**src/include/fansr_regs.vh**
```
/*
  Register map, field positions, reset values and bus answer codes of the
  fiber auto-negotiation status bank. Assumes inclusion by every design file
  of the bank that uses its names. Word indices are multiplied by four to form byte addresses.
*/
`ifndef FANSR_REGS_VH
`define FANSR_REGS_VH

// Word indices of the registers; byte address is four times the index.
`define FANSR_IDX_PARTNER_ABILITY 14'h0c05
`define FANSR_IDX_EXPANSION       14'h0c06
`define FANSR_IDX_CONTROL         14'h0c20
`define FANSR_IDX_IRQ_STATUS      14'h0c21
`define FANSR_IDX_IRQ_MASK        14'h0c22

// Partner ability fields, placed as in the received base page.
`define FANSR_ABIL_HALF_BIT       6
`define FANSR_ABIL_FULL_BIT       5
`define FANSR_PAGE_NEXT_PAGE_BIT  15

// Expansion fields.
`define FANSR_EXP_PARTNER_NP_BIT  3
`define FANSR_EXP_LOCAL_NP_BIT    2
`define FANSR_EXP_NEW_PAGE_BIT    1
`define FANSR_EXP_PARTNER_AN_BIT  0

// Control field: one selects SGMII operation, zero selects fiber 1000BASE-X.
`define FANSR_CTRL_SGMII_BIT      0

// Interrupt status and mask fields.
`define FANSR_IRQ_BASE_PAGE_BIT   0
`define FANSR_IRQ_NEXT_PAGE_BIT   1
`define FANSR_IRQ_RESTART_BIT     2
`define FANSR_IRQ_WIDTH           3

// Reset values.
`define FANSR_RST_EXPANSION       16'h0000
`define FANSR_RST_ABILITY         16'h0000
`define FANSR_RST_CONTROL         1'b0
`define FANSR_RST_IRQ_MASK        3'h0

// AXI4-Lite answer codes.
`define FANSR_RESP_OKAY           2'h0
`define FANSR_RESP_SLVERR         2'h2

`endif

```
**src/hw/fansr_sticky.v**
```verilog
/*
  A row of sticky flags: each bit is set by a one-cycle event and cleared as a
  whole by a clear strobe. Assumes the clock and synchronous active-low reset
  of the register bank.
*/
`timescale 1ns/1ps
`default_nettype none

module fansr_sticky #(
  parameter W = 1
) (
  input  wire         clk,
  input  wire         rst_n,
  input  wire [W-1:0] set,
  input  wire         clr,
  output wire [W-1:0] q
);

  reg [W-1:0] flag_q;
  wire [W-1:0] flag_d;

  // An event in the same cycle as the clear survives it, so no event is lost.
  assign flag_d = (flag_q & ~{W{clr}}) | set;

  // Synchronous reset to all zero.
  always @(posedge clk) begin
    if (!rst_n) begin
      flag_q <= {W{1'b0}};
    end else begin
      flag_q <= flag_d;
    end
  end

  assign q = flag_q;

endmodule

`default_nettype wire

```
**src/hw/fansr_page_track.v**
```verilog
/*
  Tracks what the link partner's pages tell about it: its duplex abilities,
  whether it can negotiate and whether it can exchange next pages. Assumes
  the negotiation logic gives one-cycle strobes for each page and for entry
  into the enable state, all synchronous to the bank clock.
*/
`timescale 1ns/1ps
`default_nettype none

`include "fansr_regs.vh"

module fansr_page_track (
  input  wire        clk,
  input  wire        rst_n,
  input  wire        page_valid,
  input  wire        page_base,
  input  wire [15:0] page_word,
  input  wire        enable_enter,
  output wire        partner_half_duplex_able,
  output wire        partner_full_duplex_able,
  output wire        partner_next_page_able,
  output wire        partner_negotiation_able
);

  reg  half_q;
  reg  full_q;
  reg  np_able_q;
  reg  an_able_q;
  wire base_rx;

  assign base_rx = page_valid & page_base;

  // Abilities follow the latest base page; a page arriving together with
  // entry into the enable state belongs to the new round and wins.
  always @(posedge clk) begin
    if (!rst_n) begin
      half_q    <= 1'b0;
      full_q    <= 1'b0;
      np_able_q <= 1'b0;
      an_able_q <= 1'b0;
    end else begin
      if (base_rx) begin
        half_q <= page_word[`FANSR_ABIL_HALF_BIT]; // [RL1]
        full_q <= page_word[`FANSR_ABIL_FULL_BIT]; // [RL2]
      end
      if (base_rx && page_word[`FANSR_PAGE_NEXT_PAGE_BIT]) begin
        np_able_q <= 1'b1; // [RL3]
      end else if (enable_enter) begin
        np_able_q <= 1'b0; // [RL4]
      end
      if (base_rx) begin
        an_able_q <= 1'b1; // [RL9]
      end else if (enable_enter) begin
        an_able_q <= 1'b0; // [RL9]
      end
    end
  end

  assign partner_half_duplex_able = half_q;
  assign partner_full_duplex_able = full_q;
  assign partner_next_page_able   = np_able_q;
  assign partner_negotiation_able = an_able_q;

endmodule

`default_nettype wire

```
**src/hw/fansr_top.v**
```verilog
/*
  Fiber and SGMII auto-negotiation status register bank behind an AXI4-Lite
  slave. Holds the partner ability register, the expansion register, a mode
  control register and an interrupt status and mask pair. Assumes page and
  enable-state strobes from the negotiation logic synchronous to SYS_CLK, and
  an AXI4-Lite master on the same clock.
*/
// Chosen here: the AXI4-Lite register port.
`timescale 1ns/1ps
`default_nettype none

`include "fansr_regs.vh"

// Functional notes
// (RL1) Partner ability bit 6 shows whether the partner offers 1000BASE-X half duplex.
// (RL2) Partner ability bit 5 shows whether the partner offers 1000BASE-X full duplex.
// (RL3) Expansion bit 3 sets when a base page arrives with its next-page flag, bit 15, at one.
// (RL4) Expansion bit 3 clears when negotiation enters the enable state.
// (RL5) In SGMII operation the partner sends base pages with the next-page flag at zero.
// (RL6) Expansion bit 2 reads one in fiber 1000BASE-X mode and zero in SGMII mode.
// (RL7) Expansion bit 1 latches at one whenever any new page arrives and holds until cleared.
// (RL8) Reading the expansion register returns bit 1 and then clears it.
// (RL9) Expansion bit 0 sets on any base page and clears when negotiation enters the enable state.
// (RL10) Expansion bits 15 to 4 read zero and the register resets to zero; here bit 2 resets to one, so reset reads 0x0004.
// (RL11) Partner ability bits 4 to 0 read zero and ignore writes.
module fansr_top (
  input  wire        SYS_CLK,
  input  wire        RST_N,
  input  wire [15:0] S_AXI_AWADDR,
  input  wire        S_AXI_AWVALID,
  output wire        S_AXI_AWREADY,
  input  wire [31:0] S_AXI_WDATA,
  input  wire [3:0]  S_AXI_WSTRB,
  input  wire        S_AXI_WVALID,
  output wire        S_AXI_WREADY,
  output wire [1:0]  S_AXI_BRESP,
  output wire        S_AXI_BVALID,
  input  wire        S_AXI_BREADY,
  input  wire [15:0] S_AXI_ARADDR,
  input  wire        S_AXI_ARVALID,
  output wire        S_AXI_ARREADY,
  output wire [31:0] S_AXI_RDATA,
  output wire [1:0]  S_AXI_RRESP,
  output wire        S_AXI_RVALID,
  input  wire        S_AXI_RREADY,
  input  wire        PAGE_RX_VALID,
  input  wire        PAGE_RX_BASE,
  input  wire [15:0] PAGE_RX_WORD,
  input  wire        NEG_ENABLE_ENTER,
  output wire        IRQ
);

  // Write channel state.
  reg        awready_q;
  reg        wready_q;
  reg        aw_held_q;
  reg        w_held_q;
  reg [13:0] wr_idx_q;
  reg [15:0] wr_data_q;
  reg [1:0]  wr_strb_q;
  reg        bvalid_q;
  reg [1:0]  bresp_q;

  // Read channel state.
  reg        arready_q;
  reg        rvalid_q;
  reg [31:0] rdata_q;
  reg [1:0]  rresp_q;

  // Software-owned registers and the interrupt flop.
  reg                        sgmii_mode_q;
  reg [`FANSR_IRQ_WIDTH-1:0] irq_mask_q;
  reg                        irq_q;

  // Combinational helpers.
  wire                        aw_hs;
  wire                        w_hs;
  wire                        ar_hs;
  wire                        wr_go;
  wire [13:0]                 ar_idx;
  wire                        read_expansion;
  wire                        read_irq_status;
  wire                        partner_half_duplex_able;
  wire                        partner_full_duplex_able;
  wire                        partner_next_page_able;
  wire                        partner_negotiation_able;
  wire                        local_next_page_able;
  wire [0:0]                  new_page_received;
  wire [`FANSR_IRQ_WIDTH-1:0] irq_events;
  wire [`FANSR_IRQ_WIDTH-1:0] irq_status;
  wire [15:0]                 ability_word;
  wire [15:0]                 expansion_word;
  wire [15:0]                 control_word;
  wire [15:0]                 irq_status_word;
  wire [15:0]                 irq_mask_word;
  reg  [15:0]                 rd_word;
  reg  [1:0]                  rd_resp;
  reg                         wr_mapped;

  // Handshakes on the AW, W and AR channels happen when valid meets a ready from a flop.
  assign aw_hs  = S_AXI_AWVALID & awready_q;
  assign w_hs   = S_AXI_WVALID & wready_q;
  assign ar_hs  = S_AXI_ARVALID & arready_q;
  assign wr_go  = aw_held_q & w_held_q & ~bvalid_q;
  assign ar_idx = S_AXI_ARADDR[15:2];

  // Reads with side effects are recognised when the address is taken, so the
  // value captured for the answer is the one before the clear.
  assign read_expansion  = ar_hs & (ar_idx == `FANSR_IDX_EXPANSION);
  assign read_irq_status = ar_hs & (ar_idx == `FANSR_IDX_IRQ_STATUS);

  // Partner ability and negotiation tracking.
  fansr_page_track u_page_track (
    .clk                      (SYS_CLK),
    .rst_n                    (RST_N),
    .page_valid               (PAGE_RX_VALID),
    .page_base                (PAGE_RX_BASE),
    .page_word                (PAGE_RX_WORD),
    .enable_enter             (NEG_ENABLE_ENTER),
    .partner_half_duplex_able (partner_half_duplex_able),
    .partner_full_duplex_able (partner_full_duplex_able),
    .partner_next_page_able   (partner_next_page_able),
    .partner_negotiation_able (partner_negotiation_able)
  );

  // New page flag: any page sets it, a read of the expansion register clears
  // it, and a page in the clearing cycle keeps it set.
  fansr_sticky #(
    .W (1)
  ) u_new_page (
    .clk   (SYS_CLK),
    .rst_n (RST_N),
    .set   (PAGE_RX_VALID),      // [RL7]
    .clr   (read_expansion),     // [RL8]
    .q     (new_page_received)
  );

  // Interrupt events: base page, next page and restart of negotiation.
  assign irq_events[`FANSR_IRQ_BASE_PAGE_BIT] = PAGE_RX_VALID & PAGE_RX_BASE;
  assign irq_events[`FANSR_IRQ_NEXT_PAGE_BIT] = PAGE_RX_VALID & ~PAGE_RX_BASE;
  assign irq_events[`FANSR_IRQ_RESTART_BIT]   = NEG_ENABLE_ENTER;

  // Interrupt status clears on read; events in that cycle stay pending.
  fansr_sticky #(
    .W (`FANSR_IRQ_WIDTH)
  ) u_irq_status (
    .clk   (SYS_CLK),
    .rst_n (RST_N),
    .set   (irq_events),
    .clr   (read_irq_status),
    .q     (irq_status)
  );

  // Local next-page ability follows the operating mode; SGMII has no next
  // pages, so the partner is trusted to keep its next-page flag clear there.
  assign local_next_page_able = ~sgmii_mode_q; // [RL6] [RL5]

  // Register images as software sees them; unlisted bits are zero.
  assign ability_word = {9'h000,
                         partner_half_duplex_able,   // [RL1]
                         partner_full_duplex_able,   // [RL2]
                         5'h00};                     // [RL11]
  assign expansion_word = {12'h000,                  // [RL10]
                           partner_next_page_able,   // [RL3]
                           local_next_page_able,     // [RL6]
                           new_page_received[0],     // [RL7]
                           partner_negotiation_able}; // [RL9]
  assign control_word    = {15'h0000, sgmii_mode_q};
  assign irq_status_word = {13'h0000, irq_status};
  assign irq_mask_word   = {13'h0000, irq_mask_q};

  // Read decode; an unmapped index answers zero with a slave error.
  always @* begin
    rd_word = 16'h0000;
    rd_resp = `FANSR_RESP_OKAY;
    case (ar_idx)
      `FANSR_IDX_PARTNER_ABILITY: begin
        rd_word = ability_word;
      end
      `FANSR_IDX_EXPANSION: begin
        rd_word = expansion_word;
      end
      `FANSR_IDX_CONTROL: begin
        rd_word = control_word;
      end
      `FANSR_IDX_IRQ_STATUS: begin
        rd_word = irq_status_word;
      end
      `FANSR_IDX_IRQ_MASK: begin
        rd_word = irq_mask_word;
      end
      default: begin
        rd_resp = `FANSR_RESP_SLVERR;
      end
    endcase
  end

  // Write decode; read-only registers take the write and keep their value.
  always @* begin
    case (wr_idx_q)
      `FANSR_IDX_PARTNER_ABILITY: begin
        wr_mapped = 1'b1; // [RL11]
      end
      `FANSR_IDX_EXPANSION: begin
        wr_mapped = 1'b1; // [RL10]
      end
      `FANSR_IDX_CONTROL: begin
        wr_mapped = 1'b1;
      end
      `FANSR_IDX_IRQ_STATUS: begin
        wr_mapped = 1'b1;
      end
      `FANSR_IDX_IRQ_MASK: begin
        wr_mapped = 1'b1;
      end
      default: begin
        wr_mapped = 1'b0;
      end
    endcase
  end

  // Write address and data are taken in either order and held until both
  // have come; the response is raised once both are present.
  always @(posedge SYS_CLK) begin
    if (!RST_N) begin
      awready_q <= 1'b0;
      wready_q  <= 1'b0;
      aw_held_q <= 1'b0;
      w_held_q  <= 1'b0;
      wr_idx_q  <= 14'h0000;
      wr_data_q <= 16'h0000;
      wr_strb_q <= 2'h0;
      bvalid_q  <= 1'b0;
      bresp_q   <= `FANSR_RESP_OKAY;
    end else begin
      if (aw_hs) begin
        aw_held_q <= 1'b1;
        awready_q <= 1'b0;
        wr_idx_q  <= S_AXI_AWADDR[15:2];
      end else if (!aw_held_q && !bvalid_q) begin
        awready_q <= 1'b1;
      end
      if (w_hs) begin
        w_held_q  <= 1'b1;
        wready_q  <= 1'b0;
        wr_data_q <= S_AXI_WDATA[15:0];
        wr_strb_q <= S_AXI_WSTRB[1:0];
      end else if (!w_held_q && !bvalid_q) begin
        wready_q <= 1'b1;
      end
      if (wr_go) begin
        aw_held_q <= 1'b0;
        w_held_q  <= 1'b0;
        bvalid_q  <= 1'b1;
        bresp_q   <= wr_mapped ? `FANSR_RESP_OKAY : `FANSR_RESP_SLVERR;
      end else if (bvalid_q && S_AXI_BREADY) begin
        bvalid_q <= 1'b0;
      end
    end
  end

  // Software-owned fields take the low byte lane only; the upper bits of
  // these registers are zero, so the other lanes carry nothing to store.
  always @(posedge SYS_CLK) begin
    if (!RST_N) begin
      sgmii_mode_q <= `FANSR_RST_CONTROL;
      irq_mask_q   <= `FANSR_RST_IRQ_MASK;
    end else if (wr_go && wr_strb_q[0]) begin
      if (wr_idx_q == `FANSR_IDX_CONTROL) begin
        sgmii_mode_q <= wr_data_q[`FANSR_CTRL_SGMII_BIT];
      end
      if (wr_idx_q == `FANSR_IDX_IRQ_MASK) begin
        irq_mask_q <= wr_data_q[`FANSR_IRQ_WIDTH-1:0];
      end
    end
  end

  // One read at a time: the address is refused while an answer is pending,
  // which keeps read-to-clear from firing twice for one answer.
  always @(posedge SYS_CLK) begin
    if (!RST_N) begin
      arready_q <= 1'b0;
      rvalid_q  <= 1'b0;
      rdata_q   <= 32'h00000000;
      rresp_q   <= `FANSR_RESP_OKAY;
    end else begin
      if (ar_hs) begin
        arready_q <= 1'b0;
        rvalid_q  <= 1'b1;
        rdata_q   <= {16'h0000, rd_word}; // [RL8]
        rresp_q   <= rd_resp;
      end else if (rvalid_q && S_AXI_RREADY) begin
        rvalid_q <= 1'b0;
      end else if (!rvalid_q) begin
        arready_q <= 1'b1;
      end
    end
  end

  // Interrupt is a level from a flop: high while any unmasked flag is set.
  always @(posedge SYS_CLK) begin
    if (!RST_N) begin
      irq_q <= 1'b0;
    end else begin
      irq_q <= |(irq_status & irq_mask_q);
    end
  end

  assign S_AXI_AWREADY = awready_q;
  assign S_AXI_WREADY  = wready_q;
  assign S_AXI_BRESP   = bresp_q;
  assign S_AXI_BVALID  = bvalid_q;
  assign S_AXI_ARREADY = arready_q;
  assign S_AXI_RDATA   = rdata_q;
  assign S_AXI_RRESP   = rresp_q;
  assign S_AXI_RVALID  = rvalid_q;
  assign IRQ           = irq_q;

endmodule

`default_nettype wire

```
**config.mk**
```make
export PLATFORM = sky130hd
export DESIGN_NAME = fansr_top
export DESIGN_NICKNAME = d
export VERILOG_FILES = /design/src/hw/fansr_sticky.v /design/src/hw/fansr_page_track.v /design/src/hw/fansr_top.v
export VERILOG_INCLUDE_DIRS = /design/src /design/src/include
export SDC_FILE = /design/constraint.sdc
export NUM_CORES = 1
export LEC_CHECK = 0
export BUFFER_PORTS_ARGS = -buffer_cell sky130_fd_sc_hd__buf_2
export CORE_ASPECT_RATIO = 1.2
export CORE_MARGIN = 8
export CORE_UTILIZATION = 35
export CTS_CLUSTER_SIZE = 16
export DETAILED_ROUTE_END_ITERATION = 8
export GPL_TIMING_DRIVEN = 1
export PLACE_DENSITY = 0.73
export SLEW_MARGIN = 20
export SYNTH_ARGS = -nofsm -noshare
export SYNTH_HDL_FRONTEND = slang
export SYNTH_SLANG_ARGS = --single-unit
```
**constraint.sdc**
```tcl
create_clock -name SYS_CLK -period 2 [get_ports SYS_CLK]
set_input_delay 0.4 -clock SYS_CLK [delete_from_list [all_inputs] [get_ports SYS_CLK]]
set_output_delay 0.4 -clock SYS_CLK [all_outputs]
set_load 0.01 [all_outputs]
```
* Yosys cells after proc, flatten, opt, wreduce, memory -nomap -nowiden
Index checks and enable logic that the tools add are counted.
** Storage, ports and cells
- Flip-flop bits (word level) :: 58
- Input port bits :: 94
- Output and inout bits :: 42
- Word-level logic and storage cells :: 88
** Operators by class
- Equality and inequality tests :: 10
- Muxes and demuxes :: 11
- Bitwise operators :: 22
- Reduce and logical (&&, ||, !) cells :: 23
** Operator list (number)
- $eq 14x12->1 const B :: 10
- $pmux 7 s5 :: 1
- $and 1x1->1 :: 10
- $reduce_or 5->1 :: 2
- $mux 1 :: 8
- $reduce_bool 2->1 :: 4
- $reduce_or 2->1 :: 4
- $not 1->1 :: 7
- $and 3x3->3 :: 2
- $logic_and 1x1->1 :: 6
- $reduce_and 2->1 :: 3
- $mux 2 :: 2
- $logic_not 1->1 :: 3
- $not 3->3 :: 1
- $or 3x3->3 :: 1
- $reduce_or 3->1 :: 1
- $or 1x1->1 :: 1

* Longest topological paths before layout
- Depth after elaboration :: 5
- Depth in mapped cells :: 6
- Depth with buffers taken out :: 4

* By module
From an unflattened synthesis, not the netlist that was laid out.
** Unflattened totals
- Cell total of the unflattened synthesis :: 250
- Area total of the unflattened synthesis :: 2212.1 µm²
** Modules (own cells, without submodules)
- fansr_top :: times used 1, cells each 222, area each 1919.3 µm²
- fansr_page_track :: times used 1, cells each 16, area each 150.1 µm²
- fansr_sticky at u_irq_status :: times used 1, cells each 9, area each 101.3 µm²
- fansr_sticky at u_new_page :: times used 1, cells each 3, area each 41.3 µm²

* Worst setup path after synthesis
No wires, ideal clock.
- Path kind :: input-to-reg
- Start :: in S_AXI_ARADDR[8]
- End :: reg rdata_q[1], in the netlist S_AXI_RDATA[1]
- Library setup time :: 0.069 ns
- Data arrival time :: 1.868 ns
- Slack :: 0.063 ns
- Stages on the path :: 4
- Buffers on the path :: 0
- Cells stage by stage :: or4_4 > or4b_4 > or3_4 > o21ai_1
** On the way
- Longest elaborated chain between the ends :: 2
** RTL lines
- start, declared :: line fansr_top.v:39 : input wire [15:0] S_AXI_ARADDR,
- $eq 14x12->1 :: line fansr_top.v:176 : case (ar_idx)
- $pmux 7 s5 * :: line fansr_top.v:176
- end signal, assigned :: line fansr_top.v:290 : rdata_q <= {16'h0000, rd_word};
- end, declared :: line fansr_top.v:67 : reg [31:0] rdata_q;
Every way passes the cells marked *; elsewhere a longest branch is shown, timed or not.
A chain may end at the register's enable or synchronous reset.

* Final worst setup path
- Start :: in S_AXI_ARADDR[8]
- End :: reg rdata_q[0], in the netlist S_AXI_RDATA[0]
The elaborated chain is that of the path after synthesis.

==> results.md <==
- Status: finished clean
- Int Power: 0.00129 W
- Vias in the first global route: between 1,500 and 2,000
- Clk slew on worst S/H paths: roughly 0.080 ns
- EDFF count, synth: 0
- Starting Density: 35.4%
- Ys async rst share: 0%
- Top-area cell type share of the netlist area: a little over two fifths
- Hold Path Class: input port to flip-flop
- Total grt overflow: 0
- Largest cells by area after synthesis: dfxtp_1, buf_4, nand2_1
- Die area: 8740 sq um
- Final nets: 410
- DIE WIDTH: 86.7 um
- #FFs+latches synth: between 40 and 50
- Comb pwr share: 12.6%
- Initial antenna violation count: 0
- Crit-path leading delay family: simple AND/OR/NAND/NOR gates
- Via/cell ratio: between 4 and 5
- Die Y: 101 um
- CTS resizes: 0
- Slew margin rel.: approximately 66%
- Fin. max-slew vios: 0
- WP data arrival: 2.02 ns
- Min Tclk post-route: 1.79 ns
- Max_cap viols: 0
- Area delta synth->final: 17.3%
- Clk sinks: 46
- Layout Utilization: 41.5%
- Gate Count Post-Synth: ~260
- Setup Buffers After CTS: 0
- CP startpoint kind: input port
- Sw Share: 26.3%
- Top fanout value on the critical path: 3
- PD cells: between 700 and 800 nW/um^2
- Largest net degree at the start of global routing: 28
- Average wire per standard cell: between 10 and 15 um
- Tcrit/Tclk final: roughly 89%
- Post-route insts no fill: 399
- Seq/Total Area, Yosys: 43.9%
- Critical Path End Type: flip-flop
- Final Instance Area: 2460 sq um
- Mean Syn Cell Area: approximately 8.1 sq um
- Sequential Power Share: 56.4%
- IO Pins: around 140
- CTS Buf Count: 5
- FILL cells: 641
- Sw Pwr: 0.000463 W
- Cell Area, Synth: between 2000 and 2500 sq um
- Root Driver: clkbuf_8
- Setup violations, final: 0
- DR pass1 iterations: 4
- P_leak: 1.03 nW
- Peak supply drop: 473 uV
- Clock Latency Late Sink: 0.29 ns
- Syn. warnings: 0
- CP Class: input port to flip-flop
- Total core area: around 6000 sq um
- CP bufs+invs: 1
- Clock share of power: 31.0%
- Synth cell types: 38
- DP Area: 2380 sq um
- Area leader, netlist: dfxtp_1
- DRC: 0
- Hpwl dp: 4.00 mm
- DRT iter0 DRCs: 46
- GRT Util Overall: a little under an eighth
- Worst path max stage delay: 0.53 ns
- Hold Buf Count CTS: 0
- Placer Congestion: 0.886
- Hold Vio Cnt, Final: 0
- Critical-path top delay cell: or4_4
- Via count: ~1,800
- Placed cells: 391
- Final wirelength: a little under 5 mm
- Crit path cell chain: buf_2, or4_4, or4b_4, or3_4, o21ai_1
- Row cnt: 31
- Clock Skew: 0.00560 ns
- Worst path required time: 2.23 ns
- Final ANT Viol Nets: 0
- Least-Margin Pin Slew: 0.503 ns
- Clock Path Buffers: 2
- Max frequency: 560 MHz
- H-tree depth: 2
- Share of layout cells above drive strength 1: between 20% and 30%
- RSZ-0062 raised after global routing: no
- First-pass GRT wire length: 8.13 mm
- CTS tree: built
- Setup TNS: 0 ns
- Dominant synthesized flop cell: dfxtp_1
- N_diodes: 0
- Port Buf Inserts: between 50 and 60
routing by layer:
metal	track usage, %	wire length (um)
met5	0	0
met4	4.12	77
met2	20.1	2390
met3	4.98	517
met1	11.7	1980
cell type report:
type	count	area [sq um]	area share [%]
clock inverters	2	13.8	0.559
well taps	82	103	4.17
flip-flops and latches	46	921	37.4
clock buffers	6	72.6	2.95
inverters	7	26.3	1.07
repair buffers	62	320	13.0
multi-input cells	194	1010	40.9
through the flow:
stage | power [W] | hold WS, ns | setup WS (ns)
floorplan | 0.00118 | 0.431 | 0.0628
global placement | 0.00123 | 0.435 | -0.0826
detailed placement | 0.00123 | 0.442 | -0.0909
CTS | 0.00178 | 0.325 | 0.221
global route | 0.00186 | 0.325 | 0.174
finish | 0.00176 | 0.337 | 0.215
worst reg2reg max path, cell delays in order (launching register included):
cell and delay (ns):
dfxtp_1 0.41, nand2_1 0.09, or4b_4 0.56, or3_4 0.36
o21ai_1 0.13
registers in the layout, indices dropped and copies added (netlist names):
| name | cells |
|---|---|
| S_AXI_ARREADY | 1 |
| w_held_q | 1 |
| wr_strb_q | 1 |
| u_irq_status.q | 3 |
| sgmii_mode_q | 1 |
| aw_held_q | 1 |
| u_page_track.partner_negotiation_able | 1 |
| S_AXI_AWREADY | 1 |
| IRQ | 1 |
| S_AXI_WREADY | 1 |
| S_AXI_RVALID | 1 |
| S_AXI_RRESP | 1 |
| S_AXI_RDATA | 6 |
| wr_data_q | 3 |
| irq_mask_q | 3 |
| S_AXI_BRESP | 1 |
| u_page_track.partner_full_duplex_able | 1 |
| u_new_page.q | 1 |
| wr_idx_q | 14 |
| S_AXI_BVALID | 1 |
| u_page_track.partner_half_duplex_able | 1 |
| u_page_track.partner_next_page_able | 1 |
cells by family after synthesis:
group | synth area share (%)
AO/OA/AOI/OAI | 18.0
AND/OR/NAND/NOR | 24.9
flip-flops | 43.9
other | 0.179
buffers and inverters | 13.1
power by group through the flow:
stage | sequential (W) | clock, W | combinational [W]
after floorplan | 0.00101 | 0 | 0.000173
after CTS | 0.000991 | 0.000570 | 0.000222
after detailed placement | 0.00101 | 0 | 0.000221
after global placement | 0.00101 | 0 | 0.000217
final | 0.000990 | 0.000544 | 0.000222
after global routing | 0.000997 | 0.000610 | 0.000251
layout by cell type, fill, tap and decap left out, types with 3 or more instances in the layout:
master    synthesis  layout
buf_2             0      58
dfxtp_1          46      46
nand2_1          46      46
a21oi_1          34      34
conb_1            1      28
nor2_1           11      11
nand3_1          10      10
o21ai_0          10      10
inv_1             7       7
nor2b_1           6       6
nand4_1           6       6
a22o_1            5       5
clkbuf_8          0       5
nand2b_1          4       4
buf_4            28       4
nor4bb_1          3       3
nor3_1            3       3
a32oi_1           3       3
o21ai_1           3       3
cells in the mapped netlist (2+ instances only):
cell type and instances:
a21oi_1 34, a22o_1 5, a2bb2oi_1 2, a32oi_1 3
and3b_1 2, buf_1 2, buf_4 28, clkbuf_1 8
dfxtp_1 46, inv_1 7, nand2_1 46, nand2b_1 4
nand3_1 10, nand4_1 6, nand4b_1 2, nor2_1 11
nor2b_1 6, nor3_1 3, nor4bb_1 3, o21ai_0 10
o21ai_1 3
path summary, 6_finish.rpt:
| path | startpoint | endpoint | slack (ns) | cells after the start |
|---|---|---|---|---|
| hold / removal | S_AXI_AWADDR[12] | wr_idx_q[10]$_SDFFE_PN0P_ | 0.34 | 3 |
| hold reg to reg | S_AXI_RDATA[2]$_SDFFE_PN0P_ | S_AXI_RDATA[2]$_SDFFE_PN0P_ | 0.45 | 2 |
| setup reg to reg | S_AXI_ARREADY$_SDFFE_PP0P_ | S_AXI_RDATA[0]$_SDFFE_PN0P_ | 0.40 | 4 |
| setup / recovery | S_AXI_ARADDR[8] | S_AXI_RDATA[0]$_SDFFE_PN0P_ | 0.21 | 5 |
No activity file was read; power rests on OpenSTA's default activity.
